`src/rtl/asp_map.vh`:
```
`ifndef ASP_MAP_VH
`define ASP_MAP_VH

// Shared pin positions within the six-pin group (pin order 8..13)
`define ASP_PIN_FRAME 0
`define ASP_PIN_RDERR 1
`define ASP_PIN_CFGSRC 2
`define ASP_PIN_CFGDIN 3
`define ASP_PIN_CFGCLK 4
`define ASP_PIN_CFGSEL 5

// Result bits carried on the shared pins in parallel mode
`define ASP_RESULT_LO 8
`define ASP_RESULT_HI 13
`define ASP_RESULT_W 14
`define ASP_SHARED_W 6

// Serial configuration register
`define ASP_CFG_W 8
`define ASP_CFG_RESET 8'h00

// Hardware configuration pins (range and mode)
`define ASP_HWCFG_W 8

// Synchroniser depth in flip-flops
`define ASP_SYNC_STAGES 2

// Cycles after the shared-pin drivers let go before config clock edges may write the serial register
`define ASP_SETTLE_CYCLES 2'h3

`endif

```
`src/rtl/asp_sync.v`:
```
`timescale 1ns/1ps
`include "asp_map.vh"

module asp_sync #(
    parameter W = 1
) (
    input wire i_clock,
    input wire i_reset,
    input wire [W-1:0] i_async,
    output reg [W-1:0] o_sync
);

    reg [W-1:0] meta_q;

    // Two flops; the first is read only by the second
    always @(posedge i_clock or posedge i_reset)
    begin
        if (i_reset)
        begin
            meta_q <= {W{1'b0}};
            o_sync <= {W{1'b0}};
        end
        else
        begin
            meta_q <= i_async;
            o_sync <= meta_q;
        end
    end

endmodule // asp_sync

```
`src/rtl/asp_serial_port.v`:
```
`timescale 1ns/1ps
`include "asp_map.vh"

module asp_serial_port #(
    parameter CFG_W = `ASP_CFG_W,
    parameter HWCFG_W = `ASP_HWCFG_W
) (
    input wire i_clock,
    input wire i_reset,
    input wire i_interface_type_select,
    input wire i_data_clock_source_select,
    input wire i_clock_edge_invert,
    input wire i_frame_marker_polarity,
    input wire [HWCFG_W-1:0] i_hw_config,
    input wire [`ASP_SHARED_W-1:0] i_shared_pin,
    input wire [`ASP_RESULT_W-1:0] i_result,
    input wire i_read_start,
    input wire i_read_valid,
    input wire i_read_complete,
    input wire i_conversion_done,
    output reg [`ASP_SHARED_W-1:0] o_shared_pin,
    output reg [`ASP_SHARED_W-1:0] o_shared_oe,
    output reg o_serial_mode,
    output reg o_master_mode,
    output reg o_falling_edge_mode,
    output reg [CFG_W-1:0] o_config_register,
    output reg [HWCFG_W-1:0] o_active_config,
    output reg o_hw_config_active,
    output reg o_result_discard
);

    localparam SYNC_W = 4 + HWCFG_W + `ASP_SHARED_W;

    wire [SYNC_W-1:0] sync_in;
    wire [SYNC_W-1:0] sync_out;
    wire serial_s;
    wire slave_s;
    wire invert_s;
    wire polarity_s;
    wire [HWCFG_W-1:0] hw_cfg_s;
    wire [`ASP_SHARED_W-1:0] pin_s;
    wire cfg_src_s;
    wire cfg_din_s;
    wire cfg_clk_s;
    wire cfg_sel_n_s;

    reg cfg_clk_prev_q;
    reg [1:0] settle_q;
    reg cfg_edge;
    reg cfg_write_en;
    reg [CFG_W-1:0] cfg_q;
    reg read_open_q;
    reg rderr_d;
    reg [`ASP_SHARED_W-1:0] pin_d;
    reg [`ASP_SHARED_W-1:0] oe_d;
    reg frame_d;
    reg [HWCFG_W-1:0] active_d;

    // All pin inputs pass two flip-flops
    assign sync_in = {i_interface_type_select, i_data_clock_source_select,
                      i_clock_edge_invert, i_frame_marker_polarity,
                      i_hw_config, i_shared_pin};

    asp_sync #(
        .W(SYNC_W)
    ) u_sync (
        .i_clock(i_clock),
        .i_reset(i_reset),
        .i_async(sync_in),
        .o_sync(sync_out)
    );

    assign serial_s = sync_out[SYNC_W-1];
    assign slave_s = sync_out[SYNC_W-2];
    assign invert_s = sync_out[SYNC_W-3];
    assign polarity_s = sync_out[SYNC_W-4];
    assign hw_cfg_s = sync_out[`ASP_SHARED_W+HWCFG_W-1:`ASP_SHARED_W];
    assign pin_s = sync_out[`ASP_SHARED_W-1:0];
    assign cfg_src_s = pin_s[`ASP_PIN_CFGSRC];
    assign cfg_din_s = pin_s[`ASP_PIN_CFGDIN];
    assign cfg_clk_s = pin_s[`ASP_PIN_CFGCLK];
    assign cfg_sel_n_s = pin_s[`ASP_PIN_CFGSEL];

    // Active configuration clock edge and write qualification
    always @*
    begin
        if (invert_s)
            cfg_edge = cfg_clk_prev_q & ~cfg_clk_s;
        else
            cfg_edge = ~cfg_clk_prev_q & cfg_clk_s;
        cfg_write_en = serial_s & ~cfg_src_s & ~cfg_sel_n_s & cfg_edge
            & (settle_q == `ASP_SETTLE_CYCLES);
    end

    // Configuration clock edge history
    always @(posedge i_clock or posedge i_reset)
    begin
        if (i_reset)
            cfg_clk_prev_q <= 1'b0;
        else
            cfg_clk_prev_q <= cfg_clk_s;
    end

    // Released pins still echo our own result bits until the synchroniser clears
    always @(posedge i_clock or posedge i_reset)
    begin
        if (i_reset)
            settle_q <= 2'h0;
        else if (|o_shared_oe[`ASP_PIN_CFGSEL:`ASP_PIN_CFGSRC])
            settle_q <= 2'h0;
        else if (settle_q != `ASP_SETTLE_CYCLES)
            settle_q <= settle_q + 2'h1;
    end

    // Serial configuration register, shifted MSB first
    always @(posedge i_clock or posedge i_reset)
    begin
        if (i_reset)
            cfg_q <= `ASP_CFG_RESET;
        else if (cfg_write_en)
            cfg_q <= {cfg_q[CFG_W-2:0], cfg_din_s};
    end

    // Slave read tracking and error detection
    always @*
    begin
        rderr_d = serial_s & slave_s & read_open_q & i_conversion_done;
    end

    always @(posedge i_clock or posedge i_reset)
    begin
        if (i_reset)
            read_open_q <= 1'b0;
        else if (i_conversion_done)
            read_open_q <= 1'b0;
        else if (i_read_complete)
            read_open_q <= 1'b0;
        else if (i_read_start)
            read_open_q <= 1'b1;
    end

    // Frame marker level follows data validity and polarity
    always @*
    begin
        frame_d = i_read_valid ^ polarity_s;
    end

    // Settings source selection
    always @*
    begin
        active_d = {HWCFG_W{1'b0}};
        if (serial_s & ~cfg_src_s)
            active_d[CFG_W-1:0] = cfg_q;
        else
            active_d = hw_cfg_s;
    end

    // Shared pin drive and direction per mode
    always @*
    begin
        pin_d = {`ASP_SHARED_W{1'b0}};
        oe_d = {`ASP_SHARED_W{1'b0}};
        if (!serial_s)
        begin
            pin_d = i_result[`ASP_RESULT_HI:`ASP_RESULT_LO];
            oe_d = {`ASP_SHARED_W{1'b1}};
        end
        else if (!slave_s)
        begin
            pin_d[`ASP_PIN_FRAME] = frame_d;
            oe_d[`ASP_PIN_FRAME] = 1'b1;
        end
        else
        begin
            pin_d[`ASP_PIN_RDERR] = rderr_d;
            oe_d[`ASP_PIN_RDERR] = 1'b1;
        end
    end

    // Registered outputs
    always @(posedge i_clock or posedge i_reset)
    begin
        if (i_reset)
        begin
            o_shared_pin <= {`ASP_SHARED_W{1'b0}};
            o_shared_oe <= {`ASP_SHARED_W{1'b0}};
            o_serial_mode <= 1'b0;
            o_master_mode <= 1'b0;
            o_falling_edge_mode <= 1'b0;
            o_config_register <= `ASP_CFG_RESET;
            o_active_config <= {HWCFG_W{1'b0}};
            o_hw_config_active <= 1'b0;
            o_result_discard <= 1'b0;
        end
        else
        begin
            o_shared_pin <= pin_d;
            o_shared_oe <= oe_d;
            o_serial_mode <= serial_s;
            o_master_mode <= serial_s & ~slave_s;
            o_falling_edge_mode <= invert_s;
            o_config_register <= cfg_q;
            o_active_config <= active_d;
            o_hw_config_active <= ~serial_s | cfg_src_s;
            o_result_discard <= rderr_d;
        end
    end

endmodule // asp_serial_port

```
`config.mk`:
```
export PLATFORM = sky130hd
export DESIGN_NAME = asp_serial_port
export DESIGN_NICKNAME = d
export VERILOG_FILES = /design/src/rtl/asp_sync.v /design/src/rtl/asp_serial_port.v
export VERILOG_INCLUDE_DIRS = /design/src /design/src/rtl
export SDC_FILE = /design/constraint.sdc
export NUM_CORES = 1
export LEC_CHECK = 0
export BUFFER_PORTS_ARGS = -buffer_cell sky130_fd_sc_hd__buf_2
export CAP_MARGIN = 10
export CORE_UTILIZATION = 40
export DETAILED_ROUTE_END_ITERATION = 6
export PLACE_DENSITY_LB_ADDON = 0.2
export SYNTH_ARGS = -nofsm -noshare
export SYNTH_HDL_FRONTEND = slang
export SYNTH_SLANG_ARGS = --single-unit
```
`constraint.sdc`:
```
create_clock -name i_clock -period 3.35 [get_ports i_clock]
set_clock_uncertainty 0.15 [all_clocks]
set_input_delay 0.8375 -clock i_clock [delete_from_list [all_inputs] [get_ports i_clock]]
set_output_delay 0.8375 -clock i_clock [all_outputs]
set_load 0.03 [all_outputs]
```
==> results, run 1 <==
- Once detail routing completed, the nets flagged for antenna violations numbered 0.
- Compared with the post-synthesis result, the final layout area differs by 27.1%.
- The H-tree was split into 3 levels.
- The routed via count divided by cell count is 4.45.
- For this run, the number of Yosys warnings is 0.
- The least setup slack across all paths after layout is 1.38 ns.
- Summing every instance area after synthesis gives 0.00232 mm².
- The effective utilization at floorplan is 0.419.
- On the critical path the largest part of the delay comes from flip-flops.
- The die is 78.2 µm wide.
- The clock passes through at most 2 buffers.
- The placer's final routability congestion estimate is 0.743.
- The filler cells instantiated in the layout total 489.
- Setup repair after global routing left no endpoint under its margin.
- The clock insertion delay at the later pin of the skew report is 0.35 ns.
- In the global route stage, overall resource usage came out at 0.139.
- The sum of negative setup slack is 0 ns.
- The count of endpoints failing hold in the final timing report is 0.
- Walking the worst path, the cells encountered are buf_2.
- sky130_fd_sc_hd__dfrtp_1 is the most common cell in the netlist.
- CTS saw 74 sinks.
- Timing would allow up to 508 MHz.
- The clock transition time at the flip-flop clock pins of the worst setup and hold paths is 0.07 ns.
- The share of the clock period used by the worst path after layout is 0.588.
- The layout net count is 238.
- The number of antenna diodes in the final layout is 0.
- The worst-case setup slack after placement is 1.39 ns.
- Yosys mapped the design onto 28 distinct sky130hd cell types.
- The number of hold buffers added after CTS was 0.
- The top-level I/O count is 71.
- The number of buffers and inverters on the critical path is 1.
- The post-CTS resize count is 0.
- The post-placement cell area is 0.00270 mm².
- The detailed router's first-iteration violation count is 49.
- The number of flops mapped to enable cells by yosys is 0.
- The final setup violation count is 0.
- Sorting the synthesized cells by how often they occur yields 74 x sky130_fd_sc_hd__dfrtp_1, 8 x sky130_fd_sc_hd__mux2_2, 7 x sky130_fd_sc_hd__mux2_4.
- In this run the core area contains 27 standard-cell rows.
- The largest net degree at the start of global routing is 43.
- The via count is 1,229.
- The final critical-path required period is 1.97 ns.
- After detailed routing, the average wire length per cell comes to 13.0 µm.
- The total wire length is 3580 µm.
- STA classifies the critical path startpoint as a flip-flop.
- The total global routing overflow is 0.
- The smallest hold slack is 0.199 ns.
- The total power per unit cell area is 654 mW/mm².
- On the worst path, the slowest cell contributes a delay of 0.41 ns.
- The cell type of the slowest stage on the worst timing path is sky130_fd_sc_hd__dfrtp_1.
- Summed over all instances, the cell type with the most area after synthesis is sky130_fd_sc_hd__dfrtp_1.
- The number of antenna violations at the first check in global routing is 0.
- For the pin with the worst max-slew slack, the measured transition is 0.511 ns.
- In this run the post-CTS setup repair buffer count came out at 0.
- The via count of the first global-routing pass is 1,288.
- In this run the worst hold path is classified as flip-flop to flip-flop.
- The critical path data required time is 2.36 ns.
- Once layout is done, the placed cells without fillers occupy 0.00295 mm².
- The area of the die is 0.00611 mm².
- The synthesized design contains 74 register bits.
- The quantity of I/O buffers inserted on ports is 60.
- By area the synthesized netlist is led by sky130_fd_sc_hd__dfrtp_1 80%, sky130_fd_sc_hd__mux2_4 4.5%, sky130_fd_sc_hd__mux2_2 3.9%, sky130_fd_sc_hd__buf_4 0.97%, sky130_fd_sc_hd__nor2_1 0.97%.
- The number of nets in the synthesized netlist is 169.
- The headroom to the max-slew limit is 0.660.
- The fraction of final layout cells sized beyond drive strength 1 is 0.475.
- The run finished with clean final reports.
- After synthesis, the mean cell area works out to 17.9 µm².
- Clock tree synthesis selected as its root buffer the cell sky130_fd_sc_hd__clkbuf_8.
- The post-synthesis sequential area ratio is 0.797.
- The placed wire-length estimate is 2450 µm.
- The core region is 0.00554 mm².
- The static leakage is 1.52 nW.
- The instance count after placement with tap cells included is 260.
- Along the worst path, the maximum fanout reaches 6.
- The number of standard cells in the layout, taps in and fillers out is 276.
- The count of max-cap constraint violations is 0.
- Across the VDD grid, the largest voltage drop is 0.339 mV.
- The first global-routing pass estimated 5910 µm of wire.
- The number of buffers created by CTS is 9.
- For this run, design rule violations remaining after detail routing come to 0.
- The share of flip-flops with an asynchronous set or reset after synthesis is 1.00.
- The instance count of the mapped netlist is 130.
- The nature of the critical path endpoint is an output pin.
- The number of slew-limit violations in the final report came to 0.
- The die is 78.2 µm tall.
- At the worst endpoint, the arrival time is 0.98 ns.
- The first TritonRoute pass finished after 4 iterations.
- The area fraction of the dominant cell type after synthesis is 0.797.
- The most used flip-flop cell after synthesis is sky130_fd_sc_hd__dfrtp_1.
- The setup path with the least slack is of type flip-flop to output pin.
- The CTS tree is done.
[logic make-up after synthesis]
logic type      after synthesis  share of synthesized area
mux                          16                     0.0884
xor+xnor                      2                    0.00754
fa+ha+maj                     1                    0.00539
compound gates                6                     0.0226
buf+inv                       7                     0.0167
simple gates                 24                     0.0620
flops                        74                      0.797
[area by class of cell]
class	count	area, µm²	share of cell area
Clock buffer	11	151	0.0513
Inverter	3	11.3	0.00382
Timing Repair Buffer	62	315	0.107
Tap cell	72	90.1	0.0305
Sequential cell	74	1850	0.627
Multi-Input combinational cell	49	432	0.146
Clock inverter	5	100	0.0339
[where the power goes]
| part | leakage [nW] | switching (mW) | internal, mW | total [mW] |
|---|---|---|---|---|
| clock | 0.129 | 0.306 | 0.533 | 0.839 |
| combinational | 0.492 | 0.0844 | 0.0491 | 0.134 |
| sequential | 0.903 | 0.0195 | 0.938 | 0.957 |
[flip-flops by register name (all words and copies together), names as in the netlist]
| register | count |
|---|---|
| o_master_mode | 1 |
| o_result_discard | 1 |
| o_config_register | 8 |
| o_falling_edge_mode | 1 |
| o_serial_mode | 1 |
| cfg_clk_prev_q | 1 |
| o_shared_pin | 6 |
| settle_q | 2 |
| read_open_q | 1 |
| o_hw_config_active | 1 |
| o_shared_oe | 3 |
| o_active_config | 8 |
| cfg_q | 8 |
| u_sync.o_sync | 16 |
| u_sync.meta_q | 16 |
[final timing paths]
path	to	start	slack [ns]	cells past startpoint
setup / recovery	o_shared_oe[3]	o_shared_oe[4]$_DFF_PP0_	1.38	1
hold / removal	u_sync.o_sync[7]$_DFF_PP0_	u_sync.meta_q[7]$_DFF_PP0_	0.20	0
setup reg to reg	cfg_q[4]$_DFFE_PP0P_	settle_q[0]$_DFFE_PP0P_	1.71	4
hold reg to reg	u_sync.o_sync[7]$_DFF_PP0_	u_sync.meta_q[7]$_DFF_PP0_	0.20	0
max in group asynchronous	u_sync.o_sync[3]$_DFF_PP0_	i_reset	1.81	4
min in group asynchronous	o_config_register[6]$_DFF_PP0_	i_reset	0.45	3
[routing by layer]
metal,track usage,wire length [µm],part of all wire,vias to the layer above
li1,-,-,-,564
met1,0.145,1430,0.40,615
met2,0.215,1800,0.50,38
met5,0,0,0,-
met4,0.0870,121,0.034,0
met3,0.0779,229,0.064,12
[through the flow]
step	util	total power, mW
after floorplan	-	1.06
after global placement	0.487	1.10
after detailed placement	0.487	1.11
after CTS	0.533	1.96
after global routing	0.533	2.01
final	0.533	1.93
[cell usage in the layout (no fill, tap or decap), drive strengths merged]
cell type	count
dfrtp	74
buf	62
mux2	15
clkbuf	11
nor2	6
nand2	5
nor2b	3
bufinv	3
and2b	3
inv	3
clkinv	2
o21ai	2
xor2	1
nand2b	1
xnor2	1
or2b	1
o2bb2ai	1
a21o	1
nor3	1
and3b	1
and4bb	1
mux2i	1
and4b	1
a21oi	1
a32o	1
nand3	1
ha	1
Note: power is estimated with default switching activity, not from simulation.
==> run 2: changes to the inputs <==
Clock period 3.35 ns to 1.6 ns, I/O delays scaled along.
==> results, run 2 (synthesis gave the netlist of run 1 again) <==
- The worst path meets setup with 0.00501 ns of slack.
- The number of antenna violations at the first check in global routing is 0.
- Clock tree synthesis selected as its root buffer the cell sky130_fd_sc_hd__clkbuf_8.
- The area of the core is 0.00554 mm².
- The floorplan step set the die width to 78.2 µm.
- The worst register-to-register path begins at settle_q[0]$_DFFE_PP0P_.
- Measured against its own limit, the worst slew margin works out to 0.669.
- STA classifies the critical path endpoint as a flip-flop.
- Prior to clock tree synthesis, the placed netlist has a worst setup slack of -0.0139 ns.
- Along the worst hold path, the cell count comes to 1.
- The min-delay analysis places its worst path in the category input pin to flip-flop.
- Summed over all cells, the static leakage comes to 1.59 nW.
- In this run the most used layer during global routing was met2.
- For hold timing, the worst endpoint is u_sync.meta_q[15]$_DFF_PP0_.
- For the pin with the worst max-slew slack, the measured transition is 0.496 ns.
- The worst setup path is launched from a flip-flop.
- The cell type of the slowest stage on the worst timing path is sky130_fd_sc_hd__dfrtp_1.
- Counting buffers and inverters, the worst setup path is 5 cells deep.
- The total wire length is 3590 µm.
- Leaving out fill and tap cells, the most frequent cells in the layout are 74 x sky130_fd_sc_hd__dfrtp_1, 60 x sky130_fd_sc_hd__buf_2, 11 x sky130_fd_sc_hd__buf_4.
- The worst path buffer plus inverter count is 1.
- The antenna diode instance count is 0.
- The number of placement rows is 27.
- The run finished with clean final reports.
- The count of endpoints failing hold in the final timing report came to 0.
- The maximum resistive drop on vdd is 0.535 mV.
- The die covers 0.00611 mm².
- The area growth from synthesis to layout is 33.6%.
- After layout, the design draws a total of 3.88 mW.
- The number of buffers created by CTS is 9.
- For this design the top-level I/O count stands at 71.
- The placer's final routability congestion estimate is 0.704.
- Clock latency on the worst-skew pair, taken at its later pin, is 0.33 ns.
- The commonest non-fill, non-tap cell in the layout is sky130_fd_sc_hd__dfrtp_1.
- The detail route stage leaves a number of antenna-violating nets equal to 0.
- STA puts the critical path data arrival time at 1.66 ns.
- The global routing usage on met3 is 0.0616.
- Walking the worst path, the cells encountered are ha_2, and4bb_4, o21ai_4, buf_12, mux2_4.
- In this run the power density over the cells is 1250 mW/mm².
- For this configuration, the core starts out at a cell density of 0.419.
- For met1 alone, demand over resource in global routing was 0.145.
- For the worst setup path, the data required time is 1.66 ns.
- The H-tree was split into 3 levels.
- The start point of the worst hold path is i_clock_edge_invert.
- The total global routing overflow is 0.
- The overall track demand over capacity in global routing is 0.135.
- The largest registers in the layout are u_sync.meta_q x16, u_sync.o_sync x16.
- The routed length per instance is 12.2 µm.
- The routed layout has 1,280 vias.
- The cell family contributing the most delay on the critical path is flip-flops.
- The placed wire-length estimate is 2490 µm.
- The die boundary height is 78.2 µm.
- The fraction of final layout cells sized beyond drive strength 1 is 0.486.
- For this run, the top clock speed supported by timing is 627 MHz.
- The via count of the first global-routing pass is 1,344.
- The layout net count is 256.
- The peak per-stage delay on the critical path is 0.37 ns.
- The count of max-cap constraint violations is 0.
- Setup violations remaining at the end of the flow were counted as 0.
- Entering global routing, the biggest net connects 45 pins.
- The quantity of I/O buffers inserted on ports is 60.
- The first routing iteration left 47 violations.
- Clock-pin slew was measured on the worst setup and hold paths at 0.07 ns.
- Of all nets on the critical path, the largest fanout is 7.
- The final-layout fill cell count is 470.
- The first global-routing pass estimated 6000 µm of wire.
- The endpoint identified for the worst register-to-register timing path is cfg_q[6]$_DFFE_PP0P_.
- The pre-antenna-repair detailed-routing pass consisted of 4 iterations.
- The smallest clock period supported by the final layout is computed as 1.59 ns.
- The global-route track usage on met2 is 0.223.
- TritonCTS built the clock tree.
- The clock sink total is 74.
- Counting cells, the worst reg-to-reg path comes to 5.
- In this run the register-to-register setup slack is 0.005 ns.
- The share of the clock period used by the worst path after layout is 0.997.
- In the routed layout, each cell is associated on average with a via count of 4.35.
- For this run, the share of the core covered by cells in the final layout is 0.560.
- The number of slew-limit violations in the final report was 0.
- The critical path class is flip-flop to flip-flop.
- The remaining routing DRC violations is 0.
- The clock passes through at most 2 buffers.
-- run 2: cell types whose count changed in the layout (fill, tap and decap cells not counted), sizes merged --
cell | previous run | this run
inv | 3 | 2
clkinvlp | 0 | 2
bufinv | 3 | 2
buf | 62 | 73
dlygate4sd3 | 0 | 7
-- run 2: where the power goes --
part           internal (mW)  total, mW  switching [mW]
Combinational          0.153      0.346           0.194
Sequential              1.96       2.00          0.0351
Clock                  0.915       1.53           0.616
-- run 2: metrics by stage --
step / cell area (µm²) / hold slack [ns] / instances / TNS, ns
after floorplan: 2330 / 0.181 / 130 / 0
after detailed placement: 2780 / 0.185 / 267 / -0.0139
after CTS: 3050 / 0.00194 / 288 / 0
after global routing: 3100 / 0.000638 / 294 / -0.272
final: 3100 / 0.0250 / 294 / 0
after global placement: 2780 / 0.182 / 267 / 0
-- run 2: routing by layer --
metal / wire, µm / part of all wire
met1: 1430 / 0.40
met2: 1900 / 0.53
met3: 191 / 0.053
met4: 62 / 0.017
met5: 0 / 0
-- run 2: final cells by class --
class | instances | area [µm²] | share of cell area
Clock inverter | 5 | 77.6 | 0.0250
Multi-Input combinational cell | 49 | 434 | 0.140
Timing Repair Buffer | 80 | 493 | 0.159
Sequential cell | 74 | 1850 | 0.597
Clock buffer | 11 | 141 | 0.0456
Tap cell | 72 | 90.1 | 0.0290
Inverter | 3 | 15.0 | 0.00484
-- run 2: what timing repair did --
action	4_1_cts	5_1_grt
hold endpoints to repair	47	3
gates resized for setup	1	0
endpoints found under the setup margin	1	7
pin swaps	0	2
buffers inserted	1	3
hold buffers	4	3
-- run 2: worst max path at each step --
stage	from	end	slack, ns
floorplan	settle_q[0]$_DFFE_PP0P_	cfg_q[1]$_DFFE_PP0P_	0.04
global placement	settle_q[0]$_DFFE_PP0P_	cfg_q[1]$_DFFE_PP0P_	0.03
detailed placement	settle_q[0]$_DFFE_PP0P_	cfg_q[0]$_DFFE_PP0P_	-0.01
CTS	settle_q[0]$_DFFE_PP0P_	cfg_q[0]$_DFFE_PP0P_	0.01
global route	settle_q[0]$_DFFE_PP0P_	cfg_q[3]$_DFFE_PP0P_	-0.04
finish	settle_q[0]$_DFFE_PP0P_	cfg_q[6]$_DFFE_PP0P_	0.005
-- run 2: worst reg2reg max path, stage by stage, from the launching register on --
cell	delay [ns]
sky130_fd_sc_hd__dfrtp_1	0.37
sky130_fd_sc_hd__ha_2	0.20
sky130_fd_sc_hd__and4bb_4	0.27
sky130_fd_sc_hd__o21ai_4	0.07
sky130_fd_sc_hd__buf_12	0.14
sky130_fd_sc_hd__mux2_4	0.29
